===== config.mk =====
export PLATFORM = sky130hd
export DESIGN_NAME = phase_accumulator_oscillator
export DESIGN_NICKNAME = d
export VERILOG_FILES = /design/src/logic/nco_pkg.sv /design/src/logic/phase_accumulator_oscillator.sv
export SDC_FILE = /design/constraint.sdc
export NUM_CORES = 1
export LEC_CHECK = 0
export ABC_CLOCK_PERIOD_IN_PS = 2500
export BUFFER_PORTS_ARGS = -buffer_cell sky130_fd_sc_hd__buf_2
export CAP_MARGIN = 20
export CORE_MARGIN = 3
export CORE_UTILIZATION = 58
export DETAILED_ROUTE_END_ITERATION = 7
export PLACE_DENSITY = 0.87
export SYNTH_ARGS = -nofsm -noshare
export SYNTH_HDL_FRONTEND = slang
export SYNTH_SLANG_ARGS = --single-unit

===== constraint.sdc =====
create_clock -name clk -period 2.5 [get_ports clk]
set_input_delay 0.375 -clock clk [delete_from_list [all_inputs] [get_ports clk]]
set_output_delay 0.375 -clock clk [all_outputs]
set_load 0.01 [all_outputs]

===== src/logic/nco_pkg.sv =====
package nco_pkg;

  // register byte addresses on the apb slave
  localparam logic [11:0] ADDR_CTRL     = 12'h000;
  localparam logic [11:0] ADDR_INC_LOW  = 12'h004;
  localparam logic [11:0] ADDR_INC_HIGH = 12'h008;
  localparam logic [11:0] ADDR_INC_UPP  = 12'h00C;
  localparam logic [11:0] ADDR_ACC_LOW  = 12'h010;
  localparam logic [11:0] ADDR_ACC_HIGH = 12'h014;
  localparam logic [11:0] ADDR_ACC_UPP  = 12'h018;
  localparam logic [11:0] ADDR_STATUS   = 12'h01C;
  localparam logic [11:0] ADDR_MASK     = 12'h020;

  // control register field positions
  localparam int CTRL_EN_BIT     = 0;
  localparam int CTRL_TOGGLE_BIT = 1;
  localparam int CTRL_PIN_BIT    = 2;
  localparam int CTRL_SYS_BIT    = 3;
  localparam int CTRL_SEL_LSB    = 4;
  localparam int CTRL_PW_LSB     = 8;
  localparam int CTRL_W          = 11;

  // status and mask field positions
  localparam int STAT_WRAP_BIT = 0;
  localparam int STAT_OUT_BIT  = 1;

  // values after reset
  localparam logic [10:0] CTRL_RESET = 11'h000;
  localparam logic [23:0] INC_RESET  = 24'h00_0000;
  localparam logic [23:0] ACC_RESET  = 24'h00_0000;
  localparam logic        MASK_RESET = 1'h0;

  // source clock edges between a low increment write and the buffer load
  localparam logic [1:0] LOAD_EDGES = 2'h2;

  // eight selectable source pins; the system clock is picked by its own bit
  localparam int SRC_PINS = 8;

endpackage : nco_pkg


===== src/logic/phase_accumulator_oscillator.sv =====
`timescale 1ns/1ps

module phase_accumulator_oscillator #(
  parameter int ACC_W = 20
) (
  // system
  input  wire logic                clk,
  input  wire logic                rst_n,
  // apb slave
  input  wire logic                psel,
  input  wire logic                penable,
  input  wire logic                pwrite,
  input  wire logic [11:0]         paddr,
  input  wire logic [31:0]         pwdata,
  output logic                     pready,
  output logic                     pslverr,
  output logic      [31:0]         prdata,
  // candidate source clocks, asynchronous to clk
  input  wire logic                highFreqInternalOsc,
  input  wire logic                logicCellOneOutput,
  input  wire logic                logicCellTwoOutput,
  input  wire logic                logicCellThreeOutput,
  input  wire logic                logicCellFourOutput,
  input  wire logic                midFreqInternalOsc500k,
  input  wire logic                midFreqInternalOsc32k,
  input  wire logic                referenceClockOutput,
  // synthesized clock and events
  output logic                     accumWrapPulse,
  output logic                     ncoOut,
  output logic                     ncoPin,
  output logic                     ncoPinOe,
  output logic                     irq
);

  initial
  begin
    if (ACC_W < 17 || ACC_W > 24)
      $error("ACC_W must fit three byte registers above sixteen bits");
  end

  ////////////////////////////////////////////////////////////////////////
  // source clock synchronisers

  logic [nco_pkg::SRC_PINS-1:0] srcPins, sync1_r, sync2_r, sync3_r;
  logic [nco_pkg::SRC_PINS-1:0] level_r, rise;

  // order of the pins is the select code
  assign srcPins = {referenceClockOutput, midFreqInternalOsc32k,
                    midFreqInternalOsc500k, logicCellFourOutput,
                    logicCellThreeOutput, logicCellTwoOutput,
                    logicCellOneOutput, highFreqInternalOsc};

  // three stages; a level counts once the last two agree
  always_ff @(posedge clk or negedge rst_n)
  begin
    if (!rst_n)
    begin
      sync1_r <= '0;
      sync2_r <= '0;
      sync3_r <= '0;
    end
    else
    begin
      sync1_r <= srcPins;
      sync2_r <= sync1_r;
      sync3_r <= sync2_r;
    end
  end

  // accepted level per pin, only moves when stages two and three agree
  always_ff @(posedge clk or negedge rst_n)
  begin
    if (!rst_n)
      level_r <= '0;
    else
      level_r <= (level_r & (sync2_r ^ sync3_r)) | (sync3_r & ~(sync2_r ^ sync3_r));
  end

  // one-cycle rising edge per pin; level starts low like an idle pin, so no edge after reset
  assign rise = sync2_r & sync3_r & ~level_r;

  ////////////////////////////////////////////////////////////////////////
  // software visible registers and the hidden working increment

  logic [nco_pkg::CTRL_W-1:0] ctrl_r;
  logic [7:0]                 incLow_r;
  logic [7:0]                 incHigh_r;
  logic [ACC_W-17:0]          incUpp_r;
  logic [ACC_W-1:0]           incWork_r;
  logic [ACC_W-1:0]           acc_r;
  logic                       wrapFlag_r;
  logic                       mask_r;

  logic       enable, toggleMode, pinEnable, sysClkSel, srcEdge;
  logic [2:0] srcSel, pulseWidth;

  assign enable     = ctrl_r[nco_pkg::CTRL_EN_BIT];
  assign toggleMode = ctrl_r[nco_pkg::CTRL_TOGGLE_BIT];
  assign pinEnable  = ctrl_r[nco_pkg::CTRL_PIN_BIT];
  assign sysClkSel  = ctrl_r[nco_pkg::CTRL_SYS_BIT];
  assign srcSel     = ctrl_r[nco_pkg::CTRL_SEL_LSB +: 3];
  assign pulseWidth = ctrl_r[nco_pkg::CTRL_PW_LSB +: 3];

  // system clock source advances on every clk edge
  assign srcEdge = sysClkSel ? 1'b1 : rise[srcSel];

  ////////////////////////////////////////////////////////////////////////
  // apb decode

  logic setupPh, accessPh, wrEn, mapped;

  assign setupPh  = psel & ~penable;
  assign accessPh = psel & penable;
  // every access completes with no wait state
  assign pready   = 1'b1;
  assign wrEn     = accessPh & pwrite;

  always_comb
  begin
    if (paddr == nco_pkg::ADDR_CTRL)
      mapped = 1'b1;
    else if (paddr == nco_pkg::ADDR_INC_LOW || paddr == nco_pkg::ADDR_INC_HIGH)
      mapped = 1'b1;
    else if (paddr == nco_pkg::ADDR_INC_UPP || paddr == nco_pkg::ADDR_ACC_LOW)
      mapped = 1'b1;
    else if (paddr == nco_pkg::ADDR_ACC_HIGH || paddr == nco_pkg::ADDR_ACC_UPP)
      mapped = 1'b1;
    else if (paddr == nco_pkg::ADDR_STATUS || paddr == nco_pkg::ADDR_MASK)
      mapped = 1'b1;
    else
      mapped = 1'b0;
  end

  assign pslverr = accessPh & ~mapped;

  logic wrCtrl, wrIncL, wrIncH, wrIncU, wrAccL, wrAccH, wrAccU, wrStat, wrMask;

  assign wrCtrl = wrEn && paddr == nco_pkg::ADDR_CTRL;
  assign wrIncL = wrEn && paddr == nco_pkg::ADDR_INC_LOW;
  assign wrIncH = wrEn && paddr == nco_pkg::ADDR_INC_HIGH;
  assign wrIncU = wrEn && paddr == nco_pkg::ADDR_INC_UPP;
  assign wrAccL = wrEn && paddr == nco_pkg::ADDR_ACC_LOW;
  assign wrAccH = wrEn && paddr == nco_pkg::ADDR_ACC_HIGH;
  assign wrAccU = wrEn && paddr == nco_pkg::ADDR_ACC_UPP;
  assign wrStat = wrEn && paddr == nco_pkg::ADDR_STATUS;
  assign wrMask = wrEn && paddr == nco_pkg::ADDR_MASK;

  ////////////////////////////////////////////////////////////////////////
  // control and mask

  always_ff @(posedge clk or negedge rst_n)
  begin
    if (!rst_n)
    begin
      ctrl_r <= nco_pkg::CTRL_RESET;
      mask_r <= nco_pkg::MASK_RESET;
    end
    else
    begin
      if (wrCtrl)
        ctrl_r <= pwdata[nco_pkg::CTRL_W-1:0];
      if (wrMask)
        mask_r <= pwdata[nco_pkg::STAT_WRAP_BIT];
    end
  end

  ////////////////////////////////////////////////////////////////////////
  // increment byte registers, software side of the double buffer

  always_ff @(posedge clk or negedge rst_n)
  begin
    if (!rst_n)
    begin
      incLow_r  <= nco_pkg::INC_RESET[7:0];
      incHigh_r <= nco_pkg::INC_RESET[15:8];
      incUpp_r  <= nco_pkg::INC_RESET[ACC_W-1:16];
    end
    else
    begin
      if (wrIncL)
        incLow_r <= pwdata[7:0];
      if (wrIncH)
        incHigh_r <= pwdata[7:0];
      if (wrIncU)
        incUpp_r <= pwdata[ACC_W-17:0];
    end
  end

  ////////////////////////////////////////////////////////////////////////
  // working increment load
  // while running only a low byte write arms the load, so software that
  // writes upper and high first never has a half-updated step in use

  logic       loadPend_r, loadNow_r, loadRun;
  logic [1:0] loadCnt_r;

  // loads counted edges after the arming write; a new low write re-arms
  always_ff @(posedge clk or negedge rst_n)
  begin
    if (!rst_n)
    begin
      loadPend_r <= 1'b0;
      loadCnt_r  <= 2'h0;
    end
    else if (wrIncL && enable)
    begin
      loadPend_r <= 1'b1;
      loadCnt_r  <= 2'h0;
    end
    else if (!enable)
      loadPend_r <= 1'b0;
    else if (loadPend_r && srcEdge)
    begin
      loadCnt_r <= loadCnt_r + 2'h1;
      if (loadCnt_r + 2'h1 == nco_pkg::LOAD_EDGES)
        loadPend_r <= 1'b0;
    end
  end

  assign loadRun = loadPend_r && srcEdge && enable
                   && (loadCnt_r + 2'h1 == nco_pkg::LOAD_EDGES);

  // stopped: copy on the cycle after any increment write
  always_ff @(posedge clk or negedge rst_n)
  begin
    if (!rst_n)
      loadNow_r <= 1'b0;
    else
      loadNow_r <= (wrIncL | wrIncH | wrIncU) & ~enable;
  end

  // hidden working copy, never put on the read bus
  always_ff @(posedge clk or negedge rst_n)
  begin
    if (!rst_n)
      incWork_r <= nco_pkg::INC_RESET[ACC_W-1:0];
    else if (loadRun || loadNow_r)
      incWork_r <= {incUpp_r, incHigh_r, incLow_r};
  end

  ////////////////////////////////////////////////////////////////////////
  // accumulator and adder

  logic [ACC_W:0] sum;
  logic           step;

  // full adder with the carry kept as the extra top bit
  assign sum  = {1'b0, acc_r} + {1'b0, incWork_r};
  assign step = enable & srcEdge;

  // software byte writes win over a step in the same cycle
  always_ff @(posedge clk or negedge rst_n)
  begin
    if (!rst_n)
      acc_r <= nco_pkg::ACC_RESET[ACC_W-1:0];
    else if (wrAccL)
      acc_r[7:0] <= pwdata[7:0];
    else if (wrAccH)
      acc_r[15:8] <= pwdata[7:0];
    else if (wrAccU)
      acc_r[ACC_W-1:16] <= pwdata[ACC_W-17:0];
    else if (step)
      acc_r <= sum[ACC_W-1:0];
  end

  // carry of a step is the raw output, one clk wide
  always_ff @(posedge clk or negedge rst_n)
  begin
    if (!rst_n)
      accumWrapPulse <= 1'b0;
    else
      accumWrapPulse <= step & sum[ACC_W] & ~(wrAccL | wrAccH | wrAccU);
  end

  ////////////////////////////////////////////////////////////////////////
  // output shaping: toggle or stretched pulse

  logic [3:0] stretch_r;
  logic       toggle_r;

  // toggle halves the wrap rate but gives a near square wave
  always_ff @(posedge clk or negedge rst_n)
  begin
    if (!rst_n)
      toggle_r <= 1'b0;
    else if (!enable)
      toggle_r <= 1'b0;
    else if (accumWrapPulse)
      toggle_r <= ~toggle_r;
  end

  // stretched pulse stays high for pulseWidth+1 source clock edges
  always_ff @(posedge clk or negedge rst_n)
  begin
    if (!rst_n)
      stretch_r <= 4'h0;
    else if (!enable)
      stretch_r <= 4'h0;
    else if (accumWrapPulse)
      stretch_r <= {1'b0, pulseWidth} + 4'h1;
    else if (srcEdge && stretch_r != 4'h0)
      stretch_r <= stretch_r - 4'h1;
  end

  // registered shaped output and pin drive
  always_ff @(posedge clk or negedge rst_n)
  begin
    if (!rst_n)
    begin
      ncoOut   <= 1'b0;
      ncoPin   <= 1'b0;
      ncoPinOe <= 1'b0;
    end
    else
    begin
      ncoOut   <= toggleMode ? toggle_r : (stretch_r != 4'h0);
      ncoPin   <= pinEnable & (toggleMode ? toggle_r : (stretch_r != 4'h0));
      ncoPinOe <= pinEnable;
    end
  end

  ////////////////////////////////////////////////////////////////////////
  // interrupt status, write one to clear, set wins

  always_ff @(posedge clk or negedge rst_n)
  begin
    if (!rst_n)
      wrapFlag_r <= 1'b0;
    else if (accumWrapPulse)
      wrapFlag_r <= 1'b1;
    else if (wrStat && pwdata[nco_pkg::STAT_WRAP_BIT])
      wrapFlag_r <= 1'b0;
  end

  always_ff @(posedge clk or negedge rst_n)
  begin
    if (!rst_n)
      irq <= 1'b0;
    else
      irq <= (wrapFlag_r | accumWrapPulse) & mask_r;
  end

  ////////////////////////////////////////////////////////////////////////
  // read data, captured in the setup cycle

  always_ff @(posedge clk or negedge rst_n)
  begin
    if (!rst_n)
      prdata <= 32'h0000_0000;
    else if (setupPh && !pwrite)
    begin
      prdata <= 32'h0000_0000;
      if (paddr == nco_pkg::ADDR_CTRL)
        prdata[nco_pkg::CTRL_W-1:0] <= ctrl_r;
      else if (paddr == nco_pkg::ADDR_INC_LOW)
        prdata[7:0] <= incLow_r;
      else if (paddr == nco_pkg::ADDR_INC_HIGH)
        prdata[7:0] <= incHigh_r;
      else if (paddr == nco_pkg::ADDR_INC_UPP)
        prdata[ACC_W-17:0] <= incUpp_r;
      else if (paddr == nco_pkg::ADDR_ACC_LOW)
        prdata[7:0] <= acc_r[7:0];
      else if (paddr == nco_pkg::ADDR_ACC_HIGH)
        prdata[7:0] <= acc_r[15:8];
      else if (paddr == nco_pkg::ADDR_ACC_UPP)
        prdata[ACC_W-17:0] <= acc_r[ACC_W-1:16];
      else if (paddr == nco_pkg::ADDR_STATUS)
      begin
        prdata[nco_pkg::STAT_WRAP_BIT] <= wrapFlag_r;
        prdata[nco_pkg::STAT_OUT_BIT]  <= ncoOut;
      end
      else if (paddr == nco_pkg::ADDR_MASK)
        prdata[nco_pkg::STAT_WRAP_BIT] <= mask_r;
    end
  end

endmodule : phase_accumulator_oscillator


======== Yosys cells after proc, flatten, opt, wreduce, memory -nomap -nowiden ========
Cells that the tools add are included.
storage, ports and cells
  register bits after elaboration ......... 130
  latch bits .............................. 0
  RAM bits ................................ 0
  ROM bits ................................ 0
  input bits .............................. 57
  output and inout bits ................... 39
  memories ................................ 0
cells by class
  add/subtract/negate cells ............... 4
  multiply operators ...................... 0
  divide/modulo/power cells ............... 0
  $lt $le $gt $ge ......................... 1
  equality and inequality tests ........... 16
  shift-type cells ........................ 0
  mux-type cells .......................... 43
  bitwise logic cells ..................... 30
  reductions and logical operators ........ 35
operators with widths
  operator                                                                  count
  8-bit 2-to-1 mux                                                          7
  12-bit by 5-bit equality test with 1-bit output (second input constant)   4
  8-bit AND                                                                 4
  4-bit 2-to-1 mux                                                          8
  12-bit by 4-bit equality test with 1-bit output (second input constant)   2
  20-bit by 20-bit adder with 21-bit output                                 1
  20-bit 2-to-1 mux                                                         1
  1-bit 2-to-1 mux                                                          19
  1-bit logical AND                                                         16
  16-bit 2-to-1 mux                                                         1
  8-bit inverter                                                            2
  12-bit by 3-bit equality test with 1-bit output (second input constant)   1
  12-bit by 6-bit equality test with 1-bit output (second input constant)   1
  12-bit zero test                                                          1
  2-bit nonzero test                                                        6
  1-bit AND                                                                 10
  2-bit 2-to-1 mux                                                          5
  3-bit AND reduction                                                       3
  2-bit inequality test (second input constant)                             4
  8-bit OR                                                                  1
  8-bit XOR                                                                 1
  1-bit inverter                                                            7
  3-bit by 1-bit inequality test with 1-bit output (second input constant)  2
  1-bit logical OR                                                          5
  other kinds (12)                                                          17

======== Logic depth before layout (Yosys ltp) ========
  word-level depth ........................ 10
  mapped depth ............................ 11
  mapped depth without buffers ............ 11

======== Least setup slack after synthesis ========
Ideal clock, no wire load.
  path kind ............................... register -> register
  from .................................... register incWork_r[0]
  to ...................................... register accumWrapPulse
  setup time .............................. 124 ps
  arrival time ............................ 2100 ps
  required time ........................... 2376 ps
  slack ................................... 276 ps
  cell stages (with the launch flop) ...... 12
  buffers on the path ..................... 0
  clock period less this slack ............ 2224 ps
  path through ............................ dfrtp_1 -> ha_1 -> inv_1 -> fa_1 -> nand2b_1 -> a21o_1 -> a32oi_1 -> or3_1 -> a211oi_2 -> a21oi_1 -> a211oi_1 -> nor2_1
between the ends
  word-level cells in the longest chain between the ends .. 3
ends and longest elaborated chain
  element                                    RTL line                             text
  from (decl)                                phase_accumulator_oscillator.sv:89   logic [ACC_W-1:0] incWork_r;
  from (signal assigned)                     phase_accumulator_oscillator.sv:236  incWork_r <= nco_pkg::INC_RESET[ACC_W-1:0];
  from (signal assigned)                     phase_accumulator_oscillator.sv:238  incWork_r <= {incUpp_r, incHigh_r, incLow_r};
  20-bit by 20-bit adder with 21-bit output  phase_accumulator_oscillator.sv:248  assign sum = {1'b0, acc_r} + {1'b0, incWork_r};
  1-bit AND (2 in a row)                     phase_accumulator_oscillator.sv:272  accumWrapPulse <= step & sum[ACC_W] & ~(wrAccL | wrAccH | wrAccU);
  to (signal assigned)                       phase_accumulator_oscillator.sv:272
  to (decl)                                  phase_accumulator_oscillator.sv:28   output logic accumWrapPulse,
No other way between the ends.
A chain may end at the register's enable or synchronous reset.

======== Final worst setup path ========
  from .................................... register acc_r[3]
  to ...................................... register acc_r[19]
between the ends
  word-level cells in the longest chain between the ends .. 3
ends and longest elaborated chain
  element                                    RTL line                             text
  from (decl)                                phase_accumulator_oscillator.sv:90   logic [ACC_W-1:0] acc_r;
  from (signal assigned)                     phase_accumulator_oscillator.sv:255  acc_r <= nco_pkg::ACC_RESET[ACC_W-1:0];
  from (signal assigned)                     phase_accumulator_oscillator.sv:257  acc_r[7:0] <= pwdata[7:0];
  from (signal, indexed assignment)          phase_accumulator_oscillator.sv:261  acc_r[ACC_W-1:16] <= pwdata[ACC_W-17:0];
  20-bit by 20-bit adder with 21-bit output  phase_accumulator_oscillator.sv:248
  20-bit 2-to-1 mux                          phase_accumulator_oscillator.sv:262  else if (step)
  4-bit 2-to-1 mux                           phase_accumulator_oscillator.sv:260  else if (wrAccU)
No other way between the ends. The select of a mux whose other input is x is not followed.

==> impl_results.md <==
- Relative slew slack: 39.1%
- Wire per inst: ~22 um
- Slowest-stage cell, CP: dfrtp_1
- Worst Hold End: sync1_r[1]$_DFF_PN0_
- Post-synth EDFFs: 0
- HP Start: logicCellOneOutput
- Clock-pin transition on the worst setup and hold timing paths: 0.06 ns
- Worst min path class: primary input to flip-flop
- Outcome: complete, but fails checks
- DR iter-0 viols: 661
- Dpl hpwl: around 12 mm
- Skew final: approximately 0.0087 ns
- Post-Synthesis Cell Area: between 6000 and 7000 um2
- Max-slew violations: 0
- Data arrival time of the critical path: a little under 3 ns
- Top cells by area, synth: dfrtp_1 (48%), ha_1 (5.8%), mux2_2 (5.1%)
- Post-layout util: 71.4%
- DRT Pass-1 Iters: 8
- Peak supply drop: 0.695 mV
- Comb power frac: 5.3%
- Leak: 3.89 nW
- Remaining DRCs: 2
- Die width: ~110 um
- Setup WS post-layout: -0.0767 ns
- Gpl congestion: 0.949
- Unique masters post-synth: 71
- CP max FO: 4
- GRT Util Overall: 28.4%
- Die ar.: 13100 um2
- Commonest non-fill, non-tap cell in the layout: dfrtp_1
- Max cap viols: 0
- First-pass GRT wire length: approximately 29 mm
- Fin Setup TNS: -0.231 ns
- RR Startpoint: acc_r[3]$_DFFE_PN0P_
- PD cells: 628 nW/um2
- Worst EP required: 2.83 ns
- Worst-skew pair later-pin latency: between 0.4 and 0.5 ns
- Min Clock Period, post-route: ~2.6 ns
- CTS H-tree depth: 4
- Most frequent cell on the critical path: o211ai_1
- Initial antenna violation count: 0
- Hold Path Stages: 1
- Post-DRT Antenna Nets: 0
- Ys flop type: dfrtp_1
- YS warnings: 0
- Gate Count Post-Synth: 617
- Die H: roughly 110 um
- F_max: 0.388 GHz
- Layout cell share with drive strength beyond 1: 30.5%
- Synth top area share: 47.5%
- GRT overflow: 0
- Core area: approximately 11000 um2
- RSZ-0062 raised after global routing: yes
- WP buf/inv: 1
- Slew @ Worst Pin: between 0.8 and 0.9 ns
- Root Buffer: clkbuf_16
- Int Power: about 4 mW
- Clock buffer depth: 2
- GRT met1 Usage: 35.2%
- Number of global-route vias before repair: approximately 5500
- Critical path startpoint category: flip-flop
- Failing checks: DRC, setup timing
- WS Path Type: flip-flop to flip-flop
- Worst Reg-to-Reg Cells: 10
- CTS tree: done
- Final setup viols: 4
- Yosys reg bits: 130
- Clock power share: 51.8%
- CTS Sinks: 130
- Gr busiest metal: met2
- Drt total wl: 19.0 mm
- R2R Setup Slk: -0.08 ns
- Sw frac: between 20% and 30%
- Port Buffers: 52
- Critical-path cell list: ha_4 > buf_4 > nand3_1 > o211ai_1 > o2111ai_2 > a21oi_2 > o21a_1 > o211ai_1 > o41a_1 > o221ai_1
- CTS buffer count: 17
- I/O pin total: 96
- Mean post-synth cell area: ~11 um2
- Average via count per standard cell: around 6.4
- Ys async rst share: 100%
- Flop pwr share: 42.9%
- Area growth syn-to-layout: 19.6%
- Register area share after synthesis: around 48%
- Commonest cells after routing, fill and taps aside: dfrtp_1 (130), buf_2 (51), nor2_1 (48), nand2_1 (43), buf_4 (36)
- Largest net degree at the start of global routing: 71
- R2R Path End: acc_r[19]$_DFFE_PN0P_
- Synth area leader: dfrtp_1
- Initial Utilization: between 50% and 60%
- CP top delay family: compound AO/OA/AOI/OAI gates
- Global Route met3 Usage: 5.55%
- Hold_ws: between 0.05 and 0.06 ns
- Via count: 5533
- Final hold violation count: 0
- Crit. End Element: flip-flop
- Setup Slack @ Placement: 0.0598 ns
- Switching power: 1.24 mW
- Largest stage delay on the critical path: 0.43 ns
- Core Rows: 39
- Layout Nets: 796
- GR met2 Demand/Resource: 46.0%
- Ant. Diodes: 0
- Period utilization: 103%
-- routing by layer --
| metal | part of all wire [%] | up-vias |
|---|---|---|
| met5 | 0 | - |
| met4 | 5.7 | 0 |
| met3 | 8.9 | 112 |
| met2 | 49 | 389 |
| met1 | 37 | 2676 |
| li1 | - | 2356 |
-- kinds of logic (layout without fill, tap and decap cells) --
logic type	count (synthesis)	count (layout)	synth area share (%)
muxes	66	66	11.9
adders and majority gates	33	33	6.14
AOI/OAI and AO/OA	137	137	13.5
DFF	130	130	47.5
and+or+nand+nor	169	169	13.3
other	2	22	0.110
xor gates and xnor gates	18	18	2.30
buffers and inverters	62	144	5.17
-- how the worst max path moves through the flow --
stage / start / endpoint / slack, ns / cells after the start
after floorplan: incWork_r[0]$_DFFE_PN0P_ / accumWrapPulse$_DFF_PN0_ / 0.28 / 11
after global placement: incWork_r[0]$_DFFE_PN0P_ / accumWrapPulse$_DFF_PN0_ / 0.07 / 11
after detailed placement: incWork_r[0]$_DFFE_PN0P_ / accumWrapPulse$_DFF_PN0_ / 0.06 / 11
after CTS: incWork_r[0]$_DFFE_PN0P_ / acc_r[16]$_DFFE_PN0P_ / -0.002 / 12
after global routing: acc_r[3]$_DFFE_PN0P_ / acc_r[19]$_DFFE_PN0P_ / -0.15 / 10
final: acc_r[3]$_DFFE_PN0P_ / acc_r[19]$_DFFE_PN0P_ / -0.08 / 10
-- final cells by class --
type / instances / area, um2
clock buffers: 18 / 439
clock inverters: 14 / 190
fillers: 727 / 3280
inverters: 21 / 78.8
multi-input cells: 445 / 3460
flip-flops and latches: 130 / 3250
well taps: 143 / 179
repair buffers: 91 / 587
-- what timing repair did --
item | 4_1_cts | 5_1_grt
pin swaps | 5 | 22
setup buffers | 4 | 9
endpoints found under the hold margin | 31 | 0
endpoints found under the setup margin | 2 | 9
hold buffers | 1 | 0
gates resized for setup | 8 | 21
-- flip-flops by register name, indices dropped and copies added, names as in the netlist, 2 cells and up, named ones only --
| signal | cells |
|---|---|
| acc_r | 20 |
| incWork_r | 20 |
| ctrl_r | 11 |
| prdata | 11 |
| incHigh_r | 8 |
| incLow_r | 8 |
| sync1_r | 8 |
| sync2_r | 8 |
| sync3_r | 8 |
| incUpp_r | 4 |
| stretch_r | 4 |
| loadCnt_r | 2 |
-- synthesized netlist by cell type (all sizes together), types with 7 or more instances --
cell,number
nand3,16
xnor2,10
clkbuf,7
nor3,11
inv,21
a31oi,8
nor2,52
mux2,61
nand2,45
a21oi,41
and3,11
a21o,7
dfrtp,130
a22oi,8
buf,34
o21ai,26
ha,32
xor2,8
-- power groups by stage --
stage | clock network (mW) | logic, mW | registers [mW]
2_1_floorplan | 0 | 0.139 | 2.24
3_3_place_gp | 0 | 0.253 | 2.23
3_5_place_dp | 0 | 0.264 | 2.24
4_1_cts | 2.67 | 0.271 | 2.20
5_1_grt | 2.78 | 0.301 | 2.21
6_report | 2.66 | 0.271 | 2.20
-- through the flow --
stage / std cells / total power [mW] / instance area, um2
after floorplan: 637 / 2.38 / 6920
after CTS: 853 / 5.14 / 8010
after global routing: 862 / 5.29 / 8190
after global placement: 816 / 2.49 / 7310
final: 862 / 5.14 / 8190
after detailed placement: 816 / 2.50 / 7310
No activity file was read; power rests on OpenSTA's default activity.
